File: config.mk
export PLATFORM = sky130hd
export DESIGN_NAME = cpu8_opcode_decode_timing
export DESIGN_NICKNAME = d
export VERILOG_FILES = /design/src/cpu8_decode_pkg.sv /design/src/cpu8_opcode_decode_timing.sv
export VERILOG_INCLUDE_DIRS = /design/src /design/src/src
export SDC_FILE = /design/constraint.sdc
export NUM_CORES = 1
export LEC_CHECK = 0
export BUFFER_PORTS_ARGS = -buffer_cell sky130_fd_sc_hd__buf_4
export CAP_MARGIN = 20
export CORE_ASPECT_RATIO = 0.5
export CORE_MARGIN = 5
export CORE_UTILIZATION = 55
export DETAILED_ROUTE_END_ITERATION = 8
export PLACE_DENSITY = 0.88
export SETUP_SLACK_MARGIN = 0.1
export SLEW_MARGIN = 20
export SYNTH_ARGS = -nofsm -noshare
export SYNTH_HDL_FRONTEND = slang
export SYNTH_SLANG_ARGS = --single-unit
File: constraint.sdc
create_clock -name mclk_i -period 4.35 [get_ports mclk_i]
set_clock_uncertainty 0.05 [all_clocks]
set_input_delay 0.435 -clock mclk_i [delete_from_list [all_inputs] [get_ports mclk_i]]
set_output_delay 0.435 -clock mclk_i [all_outputs]
set_load 0.01 [all_outputs]
File: src/cpu8_decode_params.svh
// Opcode field codes, lengths and cycle counts for the instruction decoder.
//
// Behaviour
// RULE1: Low nibble picks the operation; high nibble A..F picks the addressing mode.
// RULE2: Read ops take 2/2 imm, 2/3 dir, 3/4 ext, 1/3 ix, 2/4 ix1, 3/5 ix2.
// RULE3: compare_index is low nibble 3; flags from index minus operand, index kept.
// RULE4: subtract_borrow is low nibble 2; accumulator minus operand minus carry.
// RULE5: add_with_carry is low nibble 9; accumulator plus operand plus carry.
// RULE6: bit_test is low nibble 5; AND sets flags only, accumulator kept.
// RULE7: Branches 0x20..0x2F are two bytes, three cycles; 20 always, 21 never.
// RULE8: Opcode 22 branches if unsigned higher, 23 if lower or same.
// RULE9: Opcode 24 branches on carry clear, 25 on carry set.
// RULE10: Opcode 28 branches on half carry clear, 29 on half carry set.
// RULE11: Opcode 2C branches on interrupt mask clear, 2D on mask set.
// RULE12: Opcode 2E branches on interrupt pin low, 2F on pin high.
// RULE13: test_one_skip for bit n is opcode 2n, three bytes, five cycles.
// RULE14: test_zero_skip is opcode 01+2n, three bytes, five cycles, taken on zero.
// RULE15: Bit test-and-branch copies the tested bit into carry.
// RULE16: Half carry reflects a carry from bit 3 into bit 4 on adds.
// RULE17: set_single_bit 0x10+2n, clear_single_bit 0x11+2n, two bytes, five cycles.
// RULE18: Stores have no immediate form and take one cycle more than loads.
// RULE19: jump_abs low nibble C, call_abs D; call_relative 0xAD, two bytes, six cycles.
`ifndef CPU8_DECODE_PARAMS_SVH
`define CPU8_DECODE_PARAMS_SVH

`define HI_BITOP 4'h0
`define HI_BITSC 4'h1
`define HI_REL 4'h2
`define HI_IMM 4'ha
`define HI_DIR 4'hb
`define HI_EXT 4'hc
`define HI_IX2 4'hd
`define HI_IX1 4'he
`define HI_IX 4'hf

`define OPC_CALL_REL 8'had
`define OPC_REL_ALWAYS 8'h20
`define OPC_REL_NEVER 8'h21

`define LEN_ONE 2'h1
`define LEN_TWO 2'h2
`define LEN_THREE 2'h3

`define CYC_IMM 4'h2
`define CYC_DIR 4'h3
`define CYC_EXT 4'h4
`define CYC_IX 4'h3
`define CYC_IX1 4'h4
`define CYC_IX2 4'h5
`define CYC_STORE_EXTRA 4'h1
`define CYC_JUMP_LESS 4'h1
`define CYC_CALL_EXTRA 4'h2
`define CYC_REL 4'h3
`define CYC_CALL_REL 4'h6
`define CYC_BIT 4'h5

`endif

File: src/cpu8_decode_pkg.sv
// Types shared by the instruction decoder.
package cpu8_decode_pkg;

  typedef enum logic [3:0] {
    MODE_NONE, MODE_IMM, MODE_DIR, MODE_EXT, MODE_IX2, MODE_IX1, MODE_IX,
    MODE_REL, MODE_BTB, MODE_BSC
  } mode_t;

  typedef enum logic [4:0] {
    OP_NONE, OP_SUB, OP_CMP, OP_SBC, OP_CPX, OP_AND, OP_BIT, OP_LDA, OP_STA,
    OP_EOR, OP_ADC, OP_ORA, OP_ADD, OP_JMP, OP_JSR, OP_LDX, OP_STX,
    OP_CALL_REL, OP_BRANCH, OP_TEST_ONE, OP_TEST_ZERO, OP_SET_BIT, OP_CLR_BIT
  } oper_t;

endpackage : cpu8_decode_pkg

File: src/cpu8_opcode_decode_timing.sv
// Opcode decoder with length, cycle count, branch decision and ALU result.
`timescale 1ns/10ps
`include "cpu8_decode_params.svh"

module cpu8_opcode_decode_timing (
  // Clock and reset
  input wire logic mclk_i,
  input wire logic rst_i,
  // Instruction and operand
  input wire logic op_valid_i,
  input wire logic [7:0] opcode_i,
  input wire logic [7:0] operand_i,
  // Core register state
  input wire logic [7:0] acc_i,
  input wire logic [7:0] idx_i,
  input wire logic flag_half_i,
  input wire logic flag_mask_i,
  input wire logic flag_neg_i,
  input wire logic flag_zero_i,
  input wire logic flag_carry_i,
  // External interrupt pin
  input wire logic irq_pin_i,
  // Decode result
  output logic dec_valid_o,
  output logic [7:0] opcode_o,
  output logic supported_o,
  output cpu8_decode_pkg::mode_t mode_o,
  output cpu8_decode_pkg::oper_t oper_o,
  output logic [1:0] length_o,
  output logic [3:0] cycles_o,
  output logic branch_taken_o,
  // Data result and write enables
  output logic [7:0] result_o,
  output logic acc_wr_o,
  output logic idx_wr_o,
  output logic mem_wr_o,
  // Flags, write mask order is half, negative, zero, carry
  output logic [3:0] flag_wr_o,
  output logic half_o,
  output logic neg_o,
  output logic zero_o,
  output logic carry_o
);

  // ----------------------------------------------------------------
  // Helpers
  // ----------------------------------------------------------------
  // Returns {half, carry, sum}.
  function automatic logic [9:0] add8(input logic [7:0] a, input logic [7:0] b,
                                      input logic cin);
    logic [8:0] s;
    logic [4:0] lo;
    s = {1'b0, a} + {1'b0, b} + {8'h00, cin};
    lo = {1'b0, a[3:0]} + {1'b0, b[3:0]} + {4'h0, cin};
    return {lo[4], s};
  endfunction : add8

  // Returns {borrow, difference}.
  function automatic logic [8:0] sub8(input logic [7:0] a, input logic [7:0] b,
                                      input logic cin);
    return {1'b0, a} - {1'b0, b} - {8'h00, cin};
  endfunction : sub8

  // ----------------------------------------------------------------
  // Interrupt pin synchroniser
  // ----------------------------------------------------------------
  logic irq_meta_q;
  logic irq_sync_q;

  always_ff @(posedge mclk_i) begin
    if (rst_i) begin
      irq_meta_q <= 1'b1;
      irq_sync_q <= 1'b1;
    end else begin
      irq_meta_q <= irq_pin_i;
      irq_sync_q <= irq_meta_q;
    end
  end

  // ----------------------------------------------------------------
  // Combinational decode
  // ----------------------------------------------------------------
  logic [3:0] hi;
  logic [3:0] lo;
  logic ok_d;
  cpu8_decode_pkg::mode_t mode_d;
  cpu8_decode_pkg::oper_t oper_d;
  logic [1:0] len_d;
  logic [3:0] cyc_d;
  logic taken_d;
  logic [7:0] res_d;
  logic acc_wr_d;
  logic idx_wr_d;
  logic mem_wr_d;
  logic [3:0] fwr_d;
  logic h_d;
  logic c_d;
  logic [9:0] sum;
  logic [8:0] dif;
  logic tbit;

  assign hi = opcode_i[7:4];
  assign lo = opcode_i[3:0];

  always_comb begin
    ok_d = 1'b0;
    mode_d = cpu8_decode_pkg::MODE_NONE;
    oper_d = cpu8_decode_pkg::OP_NONE;
    len_d = 2'h0;
    cyc_d = 4'h0;
    taken_d = 1'b0;
    res_d = acc_i;
    acc_wr_d = 1'b0;
    idx_wr_d = 1'b0;
    mem_wr_d = 1'b0;
    fwr_d = 4'h0;
    h_d = flag_half_i;
    c_d = flag_carry_i;
    sum = 10'h000;
    dif = 9'h000;
    tbit = operand_i[opcode_i[3:1]];
    if (hi >= `HI_IMM) begin
      ok_d = 1'b1;
      unique case (hi) // RULE1
        `HI_IMM: begin
          mode_d = cpu8_decode_pkg::MODE_IMM;
          len_d = `LEN_TWO;
          cyc_d = `CYC_IMM; // RULE2
        end
        `HI_DIR: begin
          mode_d = cpu8_decode_pkg::MODE_DIR;
          len_d = `LEN_TWO;
          cyc_d = `CYC_DIR; // RULE2
        end
        `HI_EXT: begin
          mode_d = cpu8_decode_pkg::MODE_EXT;
          len_d = `LEN_THREE;
          cyc_d = `CYC_EXT; // RULE2
        end
        `HI_IX2: begin
          mode_d = cpu8_decode_pkg::MODE_IX2;
          len_d = `LEN_THREE;
          cyc_d = `CYC_IX2; // RULE2
        end
        `HI_IX1: begin
          mode_d = cpu8_decode_pkg::MODE_IX1;
          len_d = `LEN_TWO;
          cyc_d = `CYC_IX1; // RULE2
        end
        default: begin
          mode_d = cpu8_decode_pkg::MODE_IX;
          len_d = `LEN_ONE;
          cyc_d = `CYC_IX; // RULE2
        end
      endcase
      unique case (lo) // RULE1
        4'h0: begin
          oper_d = cpu8_decode_pkg::OP_SUB;
          dif = sub8(acc_i, operand_i, 1'b0);
          res_d = dif[7:0];
          c_d = dif[8];
          acc_wr_d = 1'b1;
          fwr_d = 4'h7;
        end
        4'h1: begin
          oper_d = cpu8_decode_pkg::OP_CMP;
          dif = sub8(acc_i, operand_i, 1'b0);
          res_d = dif[7:0];
          c_d = dif[8];
          fwr_d = 4'h7;
        end
        4'h2: begin
          oper_d = cpu8_decode_pkg::OP_SBC;
          dif = sub8(acc_i, operand_i, flag_carry_i); // RULE4
          res_d = dif[7:0];
          c_d = dif[8];
          acc_wr_d = 1'b1; // RULE4
          fwr_d = 4'h7;
        end
        4'h3: begin
          oper_d = cpu8_decode_pkg::OP_CPX;
          dif = sub8(idx_i, operand_i, 1'b0); // RULE3
          res_d = dif[7:0];
          c_d = dif[8];
          fwr_d = 4'h7;
        end
        4'h4: begin
          oper_d = cpu8_decode_pkg::OP_AND;
          res_d = acc_i & operand_i;
          acc_wr_d = 1'b1;
          fwr_d = 4'h6;
        end
        4'h5: begin
          oper_d = cpu8_decode_pkg::OP_BIT;
          res_d = acc_i & operand_i; // RULE6
          fwr_d = 4'h6;
        end
        4'h6: begin
          oper_d = cpu8_decode_pkg::OP_LDA;
          res_d = operand_i;
          acc_wr_d = 1'b1;
          fwr_d = 4'h6;
        end
        4'h7: begin
          oper_d = cpu8_decode_pkg::OP_STA;
          res_d = acc_i;
          mem_wr_d = 1'b1;
          fwr_d = 4'h6;
        end
        4'h8: begin
          oper_d = cpu8_decode_pkg::OP_EOR;
          res_d = acc_i ^ operand_i;
          acc_wr_d = 1'b1;
          fwr_d = 4'h6;
        end
        4'h9: begin
          oper_d = cpu8_decode_pkg::OP_ADC;
          sum = add8(acc_i, operand_i, flag_carry_i); // RULE5
          res_d = sum[7:0];
          c_d = sum[8];
          h_d = sum[9]; // RULE16
          acc_wr_d = 1'b1; // RULE5
          fwr_d = 4'hf;
        end
        4'ha: begin
          oper_d = cpu8_decode_pkg::OP_ORA;
          res_d = acc_i | operand_i;
          acc_wr_d = 1'b1;
          fwr_d = 4'h6;
        end
        4'hb: begin
          oper_d = cpu8_decode_pkg::OP_ADD;
          sum = add8(acc_i, operand_i, 1'b0);
          res_d = sum[7:0];
          c_d = sum[8];
          h_d = sum[9]; // RULE16
          acc_wr_d = 1'b1;
          fwr_d = 4'hf;
        end
        4'hc: begin
          oper_d = cpu8_decode_pkg::OP_JMP;
          cyc_d = cyc_d - `CYC_JUMP_LESS; // RULE19
        end
        4'hd: begin
          oper_d = cpu8_decode_pkg::OP_JSR;
          cyc_d = cyc_d + `CYC_CALL_EXTRA; // RULE19
        end
        4'he: begin
          oper_d = cpu8_decode_pkg::OP_LDX;
          res_d = operand_i;
          idx_wr_d = 1'b1;
          fwr_d = 4'h6;
        end
        default: begin
          oper_d = cpu8_decode_pkg::OP_STX;
          res_d = idx_i;
          mem_wr_d = 1'b1;
          fwr_d = 4'h6;
        end
      endcase
      if (lo == 4'h7 || lo == 4'hf) begin
        cyc_d = cyc_d + `CYC_STORE_EXTRA; // RULE18
      end
      if (opcode_i == `OPC_CALL_REL) begin
        oper_d = cpu8_decode_pkg::OP_CALL_REL; // RULE19
        mode_d = cpu8_decode_pkg::MODE_REL;
        cyc_d = `CYC_CALL_REL;
      end else if (hi == `HI_IMM && (lo == 4'h7 || lo == 4'hc || lo == 4'hf)) begin
        ok_d = 1'b0; // RULE18
        acc_wr_d = 1'b0;
        idx_wr_d = 1'b0;
        mem_wr_d = 1'b0;
        fwr_d = 4'h0;
      end
    end else if (hi == `HI_REL) begin
      ok_d = 1'b1;
      oper_d = cpu8_decode_pkg::OP_BRANCH;
      mode_d = cpu8_decode_pkg::MODE_REL;
      len_d = `LEN_TWO; // RULE7
      cyc_d = `CYC_REL; // RULE7
      unique case (lo[3:1])
        3'h0: taken_d = 1'b1; // RULE7
        3'h1: taken_d = ~(flag_carry_i | flag_zero_i); // RULE8
        3'h2: taken_d = ~flag_carry_i; // RULE9
        3'h3: taken_d = ~flag_zero_i;
        3'h4: taken_d = ~flag_half_i; // RULE10
        3'h5: taken_d = ~flag_neg_i;
        3'h6: taken_d = ~flag_mask_i; // RULE11
        default: taken_d = ~irq_sync_q; // RULE12
      endcase
      // The odd opcode of each pair tests the opposite sense.
      taken_d = taken_d ^ lo[0]; // RULE7 RULE8 RULE9 RULE10 RULE11 RULE12
    end else if (hi == `HI_BITOP) begin
      ok_d = 1'b1;
      oper_d = lo[0] ? cpu8_decode_pkg::OP_TEST_ZERO : cpu8_decode_pkg::OP_TEST_ONE;
      mode_d = cpu8_decode_pkg::MODE_BTB;
      len_d = `LEN_THREE; // RULE13 RULE14
      cyc_d = `CYC_BIT;
      taken_d = tbit ^ lo[0]; // RULE13 RULE14
      c_d = tbit; // RULE15
      fwr_d = 4'h1;
    end else if (hi == `HI_BITSC) begin
      ok_d = 1'b1;
      oper_d = lo[0] ? cpu8_decode_pkg::OP_CLR_BIT : cpu8_decode_pkg::OP_SET_BIT;
      mode_d = cpu8_decode_pkg::MODE_BSC;
      len_d = `LEN_TWO; // RULE17
      cyc_d = `CYC_BIT; // RULE17
      res_d = operand_i;
      res_d[opcode_i[3:1]] = ~lo[0];
      mem_wr_d = 1'b1;
    end
  end

  // ----------------------------------------------------------------
  // Registered outputs
  // ----------------------------------------------------------------
  // Write enables are qualified by the strobe so a held opcode cannot repeat a write.
  always_ff @(posedge mclk_i) begin
    if (rst_i) begin
      dec_valid_o <= 1'b0;
      opcode_o <= 8'h00;
      supported_o <= 1'b0;
      mode_o <= cpu8_decode_pkg::MODE_NONE;
      oper_o <= cpu8_decode_pkg::OP_NONE;
      length_o <= 2'h0;
      cycles_o <= 4'h0;
      branch_taken_o <= 1'b0;
      result_o <= 8'h00;
      acc_wr_o <= 1'b0;
      idx_wr_o <= 1'b0;
      mem_wr_o <= 1'b0;
      flag_wr_o <= 4'h0;
      half_o <= 1'b0;
      neg_o <= 1'b0;
      zero_o <= 1'b0;
      carry_o <= 1'b0;
    end else begin
      dec_valid_o <= op_valid_i;
      opcode_o <= opcode_i;
      supported_o <= ok_d;
      mode_o <= mode_d;
      oper_o <= oper_d;
      length_o <= len_d;
      cycles_o <= cyc_d;
      branch_taken_o <= taken_d;
      result_o <= res_d;
      acc_wr_o <= acc_wr_d & op_valid_i;
      idx_wr_o <= idx_wr_d & op_valid_i;
      mem_wr_o <= mem_wr_d & op_valid_i;
      flag_wr_o <= fwr_d & {4{op_valid_i}};
      half_o <= h_d;
      neg_o <= res_d[7];
      zero_o <= (res_d == 8'h00);
      carry_o <= c_d;
    end
  end

  // ----------------------------------------------------------------
  // Assertions
  // ----------------------------------------------------------------
  rel_timing_a: assert property (@(posedge mclk_i) disable iff (rst_i) // RULE7
    dec_valid_o && opcode_o[7:4] == 4'h2 |-> length_o == 2'h2 && cycles_o == 4'h3
      && (opcode_o != 8'h20 || branch_taken_o) && (opcode_o != 8'h21 || !branch_taken_o))
    else $error("Relative branch timing or fixed sense wrong.");

  higher_branch_a: assert property (@(posedge mclk_i) disable iff (rst_i) // RULE8
    dec_valid_o && opcode_o[7:1] == 7'h11 |->
      branch_taken_o == (!($past(flag_carry_i) | $past(flag_zero_i)) ^ opcode_o[0]))
    else $error("Unsigned higher branch decision wrong.");

  carry_branch_a: assert property (@(posedge mclk_i) disable iff (rst_i) // RULE9
    dec_valid_o && opcode_o[7:1] == 7'h12 |->
      branch_taken_o == ($past(flag_carry_i) == opcode_o[0]))
    else $error("Carry branch decision wrong.");

  half_branch_a: assert property (@(posedge mclk_i) disable iff (rst_i) // RULE10
    dec_valid_o && opcode_o[7:1] == 7'h14 |->
      branch_taken_o == ($past(flag_half_i) == opcode_o[0]))
    else $error("Half carry branch decision wrong.");

  mask_branch_a: assert property (@(posedge mclk_i) disable iff (rst_i) // RULE11
    dec_valid_o && opcode_o[7:1] == 7'h16 |->
      branch_taken_o == ($past(flag_mask_i) == opcode_o[0]))
    else $error("Interrupt mask branch decision wrong.");

  irq_branch_a: assert property (@(posedge mclk_i) disable iff (rst_i) // RULE12
    dec_valid_o && opcode_o[7:1] == 7'h17 && $past(rst_i, 3) == 1'b0 |->
      branch_taken_o == ($past(irq_pin_i, 3) == opcode_o[0]))
    else $error("Interrupt pin branch decision wrong.");

  bit_branch_a: assert property (@(posedge mclk_i) disable iff (rst_i) // RULE13
    dec_valid_o && opcode_o[7:4] == 4'h0 |-> length_o == 2'h3 && cycles_o == 4'h5
      && carry_o == $past(operand_i[opcode_i[3:1]])
      && branch_taken_o == (carry_o ^ opcode_o[0]))
    else $error("Bit test branch wrong.");

  bit_set_a: assert property (@(posedge mclk_i) disable iff (rst_i) // RULE17
    dec_valid_o && opcode_o[7:4] == 4'h1 |-> length_o == 2'h2 && cycles_o == 4'h5
      && result_o[opcode_o[3:1]] == !opcode_o[0])
    else $error("Bit set or clear wrong.");

  add_carry_a: assert property (@(posedge mclk_i) disable iff (rst_i) // RULE5
    dec_valid_o && opcode_o == 8'ha9 |-> acc_wr_o
      && {carry_o, result_o} == {1'b0, $past(acc_i)} + {1'b0, $past(operand_i)}
        + {8'h00, $past(flag_carry_i)})
    else $error("Add with carry result wrong.");

  compare_index_a: assert property (@(posedge mclk_i) disable iff (rst_i) // RULE3
    dec_valid_o && opcode_o[3:0] == 4'h3 && opcode_o[7:4] >= 4'ha |->
      !idx_wr_o && !acc_wr_o && flag_wr_o == 4'h7
      && result_o == $past(idx_i) - $past(operand_i))
    else $error("Index compare wrong.");

  bit_test_a: assert property (@(posedge mclk_i) disable iff (rst_i) // RULE6
    dec_valid_o && opcode_o[3:0] == 4'h5 && opcode_o[7:4] >= 4'ha |->
      !acc_wr_o && result_o == ($past(acc_i) & $past(operand_i)))
    else $error("Bit test altered accumulator.");

  store_timing_a: assert property (@(posedge mclk_i) disable iff (rst_i) // RULE18
    dec_valid_o && opcode_o == 8'hb7 |-> cycles_o == 4'h4 && length_o == 2'h2
      && mem_wr_o && supported_o)
    else $error("Direct store timing wrong.");

  read_timing_a: assert property (@(posedge mclk_i) disable iff (rst_i) // RULE2
    dec_valid_o && opcode_o == 8'hd1 |-> length_o == 2'h3 && cycles_o == 4'h5
      && mode_o == cpu8_decode_pkg::MODE_IX2)
    else $error("Indexed 16-bit compare timing wrong.");

  call_rel_a: assert property (@(posedge mclk_i) disable iff (rst_i) // RULE19
    dec_valid_o && opcode_o == 8'had |-> length_o == 2'h2 && cycles_o == 4'h6
      && oper_o == cpu8_decode_pkg::OP_CALL_REL)
    else $error("Relative call timing wrong.");

endmodule : cpu8_opcode_decode_timing

After elaboration in Yosys (flattened, before gate mapping) --
Index checks and enable logic that the tools add are counted.
Word-level totals: flip-flop bits (word level) 47, latch bits 0, bits in writable memories 0, memory bits (read-only) 0, input bits 41, output and inout port bits 45, word-level logic and storage cells 177, memories kept 0
Cells by class: add/subtract/negate cells 10, $mul 0, div/mod/pow operators 0, $lt $le $gt $ge 3, equal/unequal tests 29, shift operators 0, mux-type cells 76, bitwise operators 18, reductions and logical operators 22
Operator list (number):
- $pmux W8 S10 | 1
- $pmux W5 S15 | 1
- $eq A4 B4 Y1 const B | 13
- $mux W4 | 13
- $mux W1 | 32
- $mux W8 | 4
- $mux W5 | 5
- $sub A8 B8 Y9 | 2
- $eq A4 B3 Y1 const B | 4
- $reduce_or A2 Y1 | 8
- $pmux W3 S5 | 1
- $reduce_or A14 Y1 | 1
- $eq A4 B2 Y1 const B | 3
- $mux W3 | 4
- $pmux W4 S3 | 1
- $mux W2 | 5
- $add A8 B8 Y9 | 1
- $add A9 B1 Y9 | 1
- $eq A3 B3 Y1 const B | 3
- $pmux W3 S3 | 1
- $sub A9 B1 Y9 | 1
- $and A8 B8 Y8 | 1
- $bwmux W8 | 1
- $eq A4 B1 Y1 const B | 2
- 33 further kinds | 49

Logic depth before layout (Yosys ltp) --
Gate-level depths: netlist (run 1).
depth in word-level cells 11, gate-level depth with buffers 14, mapped depth without buffers 13

Worst setup path after synthesis (run 1) --
No wires, ideal clock.
path kind input to register, start point in operand_i[0], end point reg zero_o, setup time 59 ps, arrival 2840 ps, required time 4241 ps, path slack 1402 ps, cell stages on the path 12, buffers on the path 0, path through ha_1 -> inv_1 -> fa_1 -> inv_1 -> ha_1 -> o211ai_1 -> o211ai_1 -> a21oi_1 -> o22ai_1 -> or4_1 -> a2111oi_2 -> o211a_1
On the way: cells in the longest elaborated chain, start to end 6, elaborated cells on any way between the ends 15, those cells by class 5 x add/sub; 6 x mux; 3 x bitwise; 1 x reduce/logical
RTL lines:
- from (decl) | line cpu8_opcode_decode_timing.sv:12 | input wire logic [7:0] operand_i,
- branches (longest 4 deep; another with $add A8 B8 Y9)
- $mux W8 * | line cpu8_opcode_decode_timing.sv:122 | if (hi >= `HI_IMM) begin
- $logic_not A8 Y1 * | line cpu8_opcode_decode_timing.sv:353 | zero_o <= (res_d == 8'h00);
- to (signal assigned) | line cpu8_opcode_decode_timing.sv:353
- to (decl) | line cpu8_opcode_decode_timing.sv:41 | output logic zero_o,
Mark *: on every way between the ends. A chain may end at the register's enable or synchronous reset.

Worst setup path in the final report (run 1) --
start point in acc_i[0], end point reg carry_o
On the way: cells in the longest elaborated chain, start to end 4, elaborated cells on any way between the ends 6, those cells by class 4 x add/sub; 2 x mux
RTL lines:
- from (decl) | line cpu8_opcode_decode_timing.sv:14 | input wire logic [7:0] acc_i,
- $add A8 B8 Y9 / $sub A8 B8 Y9 (equally long branches) | line cpu8_opcode_decode_timing.sv:53, cpu8_opcode_decode_timing.sv:61
- $add A9 B1 Y9 / $sub A9 B1 Y9 (equally long branches) | line cpu8_opcode_decode_timing.sv:53, cpu8_opcode_decode_timing.sv:61
- $pmux W1 S5 * | line cpu8_opcode_decode_timing.sv:156 | unique case (lo)
- $mux W1 * | line cpu8_opcode_decode_timing.sv:122
- to (signal assigned) | line cpu8_opcode_decode_timing.sv:336 | carry_o <= 1'b0;
- to (signal assigned) | line cpu8_opcode_decode_timing.sv:354 | carry_o <= c_d;
- to (decl) | line cpu8_opcode_decode_timing.sv:42 | output logic carry_o
Every way passes the cells marked *; elsewhere a longest branch is shown, timed or not.

==> impl_metrics.json, run 1 <==
{
  "cp-start-kind": "input pin",
  "final_cell_area_mm2": 0.00563,
  "port_buffers": 85,
  "synth_ff_type": "dfxtp_1",
  "end_kind": "register",
  "cp_max_fo": 4,
  "fmax_mhz": 291,
  "synth_top_family_by_area": "compound AO/OA/AOI/OAI gates",
  "drt_iter0_markers": 823,
  "grt_pass1_wl_um": 26800,
  "seq_area_um2": 901,
  "synth_mux_area_share_pct": 3.46,
  "comb_power_share_pct": 40.8,
  "yosysWarnings": 0,
  "finalHoldViolCount": 0,
  "diodes": 0,
  "status": "finished, final reports clean",
  "drc": 0,
  "busiest_layer": "met2",
  "synth_common_cells": "61 x nor2_1, 46 x a21oi_1, 45 x dfxtp_1",
  "syn_area_per_cell_um2": 7.66,
  "ys_seq_area_share_pct": 18.4,
  "power_density_mw_per_mm2": 266,
  "coreArea_mm2": 0.00868,
  "vias": 5267,
  "ant_nets": 0,
  "synth.most_common_cell": "nor2_1",
  "first_pass_iters": 5,
  "hp-class": "input pin to register",
  "irDropWorstVdd_uv": 324,
  "use_met2_pct": 45.4,
  "fin_cells": 808,
  "fillers": 752,
  "synthCells": 638,
  "r2r_slack_ns": 2.95,
  "rsz0062_at_grt": "false",
  "syn_to_final_growth_pct": 15.1,
  "switching_power_mw": 0.529,
  "power_frac_clock_pct": 29.6,
  "tightest_slew_ns": 0.812,
  "die_area_mm2": 0.0110,
  "synthAdderAreaFrac_pct": 11.0,
  "gp_congestion": 1.02,
  "grt_pass1_vias": 4837,
  "grt_usage_pct": 30.6,
  "h-tree-depth": 2,
  "intPower_mw": 0.965,
  "synth.largest_area_cell": "dfxtp_1",
  "synth.top_cell.area_share_pct": 18.4,
  "grtUsageMet3_pct": 7.21,
  "clock_latency_ns": 0.29,
  "critPathKind": "input pin to register",
  "drive_gt1_share_pct": 18.5,
  "pwr-share-seq_pct": 29.7,
  "placed_cell_area_mm2": 0.00545,
  "met1_usage_pct": 43.8,
  "slew_violations": 0,
  "fin_crit_sh_pct": 78.9,
  "clockBufferDepth": 2,
  "ctsRootBufferMaster": "clkbuf_16",
  "ys_types": 88,
  "path_clk_slew_ns": 0.06,
  "numClockSinks": 45,
  "synth_area_leaders": "dfxtp_1 18%, ha_1 9.7%, a21oi_1 4.7%, nor2_1 4.7%, o21ai_0 3.5%",
  "slew_headroom_pct": 45.1,
  "cts_tree": "yes",
  "numCtsBuffers": 5,
  "synthXorXnorAreaFrac_pct": 5.22,
  "io_pins": 86,
  "die_w_um": 143,
  "die_h_um": 76.6,
  "grt_antenna_before_repair": 0,
  "wl_um": 17300,
  "cts_hold_buf": 0,
  "placementRows": 24,
  "synth-edff-count": 0,
  "grt.overflow.total": 0,
  "cts_resized": 0,
  "synth_fp_nets": 720,
  "synth-async-reset-ratio_pct": 0,
  "crit_arrival_ns": 3.53,
  "place_hpwl_um": 12900,
  "postCtsSetupBuffers": 0,
  "final_nets": 772,
  "period_needed_ns": 3.43,
  "fin_setup_tns_ns": 0,
  "start_util_pct": 56.3,
  "synth-seq-cells": 45,
  "via_per_inst": 6.52,
  "synth_compound_area_share_pct": 27.9,
  "worstPathRequired_ns": 4.44,
  "switching_share_pct": 35.4,
  "setup_viol": 0,
  "place_inst": 800,
  "wl_per_cell_um": 21.4,
  "drv_cap": 0,
  "synthSimpleGateAreaFrac_pct": 26.0,
  "synth.cell_area_mm2": 0.00489,
  "power_leakage_nw": 2.34,
  "grt_max_degree": 52,
  "multi_input_area_mm2": 0.00360
}
==> critical path: stages <==
cell      delay, ns
buf_4          0.10
inv_1          0.07
ha_1           0.23
fa_1           0.49
or2_1          0.28
a211o_1        0.34
a211oi_1       0.49
nand3b_1       0.20
xor2_1         0.07
a211oi_1       0.62
o21ai_0        0.20
==> flip-flops by register name, summed over array words and instances, names as in the netlist, 2 cells and up <==
signal and flops:
opcode_o 8, result_o 8, oper_o 5, cycles_o 4, mode_o 4, flag_wr_o 3, length_o 2
==> cells by family (layout without fill, tap and decap cells) <==
logic type,after synthesis,count (layout)
flops,45,45
simple gates,233,233
mux,14,14
fa+ha+maj,41,41
xor+xnor,27,27
other cells,1,1
compound gates,196,196
buf+inv,81,134
==> power groups by stage <==
stage	Clock [mW]	Combinational [mW]	Sequential (mW)
2_1_floorplan	0	0.395	0.463
3_3_place_gp	0	0.579	0.452
3_5_place_dp	0	0.584	0.452
4_1_cts	0.442	0.588	0.443
5_1_grt	0.467	0.652	0.445
6_report	0.442	0.609	0.443
==> stage by stage <==
step	hold WS, ns	power (mW)	setup slack [ns]	util (%)
global placement	0.345	1.03	0.826	62.8
detailed placement	0.361	1.04	0.801	62.8
CTS	0.287	1.47	1.08	64.8
floorplan	0.339	0.858	1.40	-
global route	0.285	1.56	0.733	64.8
finish	0.283	1.49	0.917	64.8
==> path summary, 6_finish.rpt <==
kind | from | end | cells past startpoint
max | acc_i[0] | carry_o | 11
max reg2reg | irq_sync_q | branch_taken_o | 6
min | irq_pin_i | irq_meta_q | 2
min reg2reg | irq_meta_q | irq_sync_q | 1
==> final cells by class <==
cell class / instances / share of cell area [%]
clock buffers: 6 / 2.47
clock inverters: 2 / 0.667
inverters: 38 / 2.54
multi-input cells: 512 / 64.0
flip-flops and latches: 45 / 16.0
well taps: 117 / 2.60
repair buffers: 88 / 11.7
==> cells in the final DEF, fill, tap and decap left out, types with 15 or more instances in the layout <==
cell and count:
a21oi_1 46, buf_4 88, dfxtp_1 45, ha_1 38
inv_1 35, nand2_1 39, nand2b_1 17, nor2_1 61
nor2b_1 22, nor3_1 20, o211ai_1 15, o21ai_0 34
xnor2_1 18
==> per-layer routing <==
layer  up-vias  share of wire [%]  routed length (µm)
met2       385                 42                7330
met5         -                  0                   0
met1      2408                 41                7180
li1       2431                  -                   -
met3        43                 14                2430
met4         0                2.2                 376
Note: power is estimated with default switching activity, not from simulation.
==> inputs of run 2 (changes only) <==
clock period = 3.2 ns   (was 4.35 ns; I/O delays follow)
==> impl_metrics.json, run 2 (synthesis results as in run 1) <==
{
  "status": "finished, final reports clean",
  "clock_latency_ns": 0.29,
  "cts_tree": "yes",
  "layout.cells.most_common_list": "138 x buf_4, 61 x nor2_1, 46 x a21oi_1",
  "start_util_pct": 56.3,
  "critPathLaunch": "operand_i[5]",
  "ctsRootBufferMaster": "clkbuf_16",
  "irDropWorstVdd_uv": 440,
  "hp-class": "input pin to register",
  "clockBufferDepth": 2,
  "worstHoldStart": "irq_pin_i",
  "slew_violations": 0,
  "final_nets": 823,
  "r2r-start": "irq_sync_q",
  "grt.overflow.total": 0,
  "totalPowerFinal_mw": 2.17,
  "postCtsSetupBuffers": 0,
  "vias": 5554,
  "grt_antenna_before_repair": 0,
  "h-tree-depth": 2,
  "ant_nets": 0,
  "slew_headroom_pct": 32.5,
  "setup_viol": 0,
  "cts_resized": 0,
  "grt_usage_pct": 32.4,
  "r2r_cells": 6,
  "post-route-util_pct": 69.8,
  "grt_pass1_wl_um": 28200,
  "top_regs": "opcode_o: 8 flops, result_o: 8 flops, oper_o: 5 flops",
  "io_pins": 86,
  "rsz0062_at_grt": "false",
  "diodes": 0,
  "worst_hold_slack_ns": 0.168,
  "numClockSinks": 45,
  "coreArea_mm2": 0.00868,
  "place_hpwl_um": 14000,
  "fin_crit_sh_pct": 94.2,
  "cp-start-kind": "input pin",
  "power_density_mw_per_mm2": 359,
  "fmax_mhz": 332,
  "hold_depth": 2,
  "tightest_slew_ns": 0.998,
  "port_buffers": 85,
  "drt_iter0_markers": 817,
  "grt_max_degree": 36,
  "crit_arrival_ns": 3.20,
  "path_clk_slew_ns": 0.06,
  "drv_cap": 0,
  "syn_to_final_growth_pct": 23.9,
  "die_w_um": 143,
  "cp_max_fo": 7,
  "wl_per_cell_um": 21.4,
  "end_kind": "register",
  "power_leakage_nw": 2.60,
  "cts_hold_buf": 0,
  "die_h_um": 76.6,
  "wl_um": 18400,
  "period_needed_ns": 3.02,
  "placementRows": 24,
  "grt_pass1_vias": 5111,
  "drc": 0,
  "drive_gt1_share_pct": 24.5,
  "worstPathRequired_ns": 3.38,
  "first_pass_iters": 5,
  "numCtsBuffers": 5,
  "final_common_cell": "buf_4",
  "gp_congestion": 1.04,
  "critPathKind": "input pin to register",
  "finalHoldViolCount": 0,
  "via_per_inst": 6.47,
  "die_area_mm2": 0.0110,
  "fillers": 700
}
## run 2: power breakdown
| group | internal (mW) | total (mW) | switching, mW |
|---|---|---|---|
| Clock | 0.445 | 0.652 | 0.207 |
| Combinational | 0.395 | 0.915 | 0.521 |
| Sequential | 0.593 | 0.604 | 0.0109 |
## run 2: worst max-delay path: stages
cell	delay, ns
buf_4	0.12
inv_1	0.05
buf_4	0.14
ha_1	0.38
nor3b_1	0.18
a21oi_1	0.15
o22ai_1	0.12
or4_4	0.57
nor4b_2	0.34
o211ai_1	0.27
a2111oi_2	0.36
o211a_1	0.19
## run 2: final cells by class
| type | count | area, µm² | area share (%) |
|---|---|---|---|
| inverters | 38 | 143 | 2.36 |
| clock buffers | 5 | 125 | 2.07 |
| flip-flops and latches | 45 | 901 | 14.9 |
| multi-input cells | 512 | 3620 | 59.8 |
| clock inverters | 3 | 65.1 | 1.07 |
| well taps | 117 | 146 | 2.42 |
| repair buffers | 139 | 1060 | 17.4 |
## run 2: final timing paths
kind / to / slack (ns)
worst max-delay path: zero_o / 0.18
worst min-delay path: irq_meta_q / 0.17
worst max register to register: branch_taken_o / 1.85
worst min register to register: irq_sync_q / 0.36
## run 2: per-layer routing
layer	global-route usage [%]	share of wire (%)
met2	48.8	42
met4	9.77	3.2
met5	0	0
met3	7.90	15
met1	45.6	40
## run 2: through the flow
step                      cell area, µm²  TNS [ns]  std cells  setup WS [ns]
after floorplan                     4890         0        638          0.367
final                               6050         0        859          0.184
after global placement              5840         0        851         0.0404
after detailed placement            5840   -0.0246        851        -0.0246
after CTS                           6030         0        859          0.272
after global routing                6050         0        859          0.103
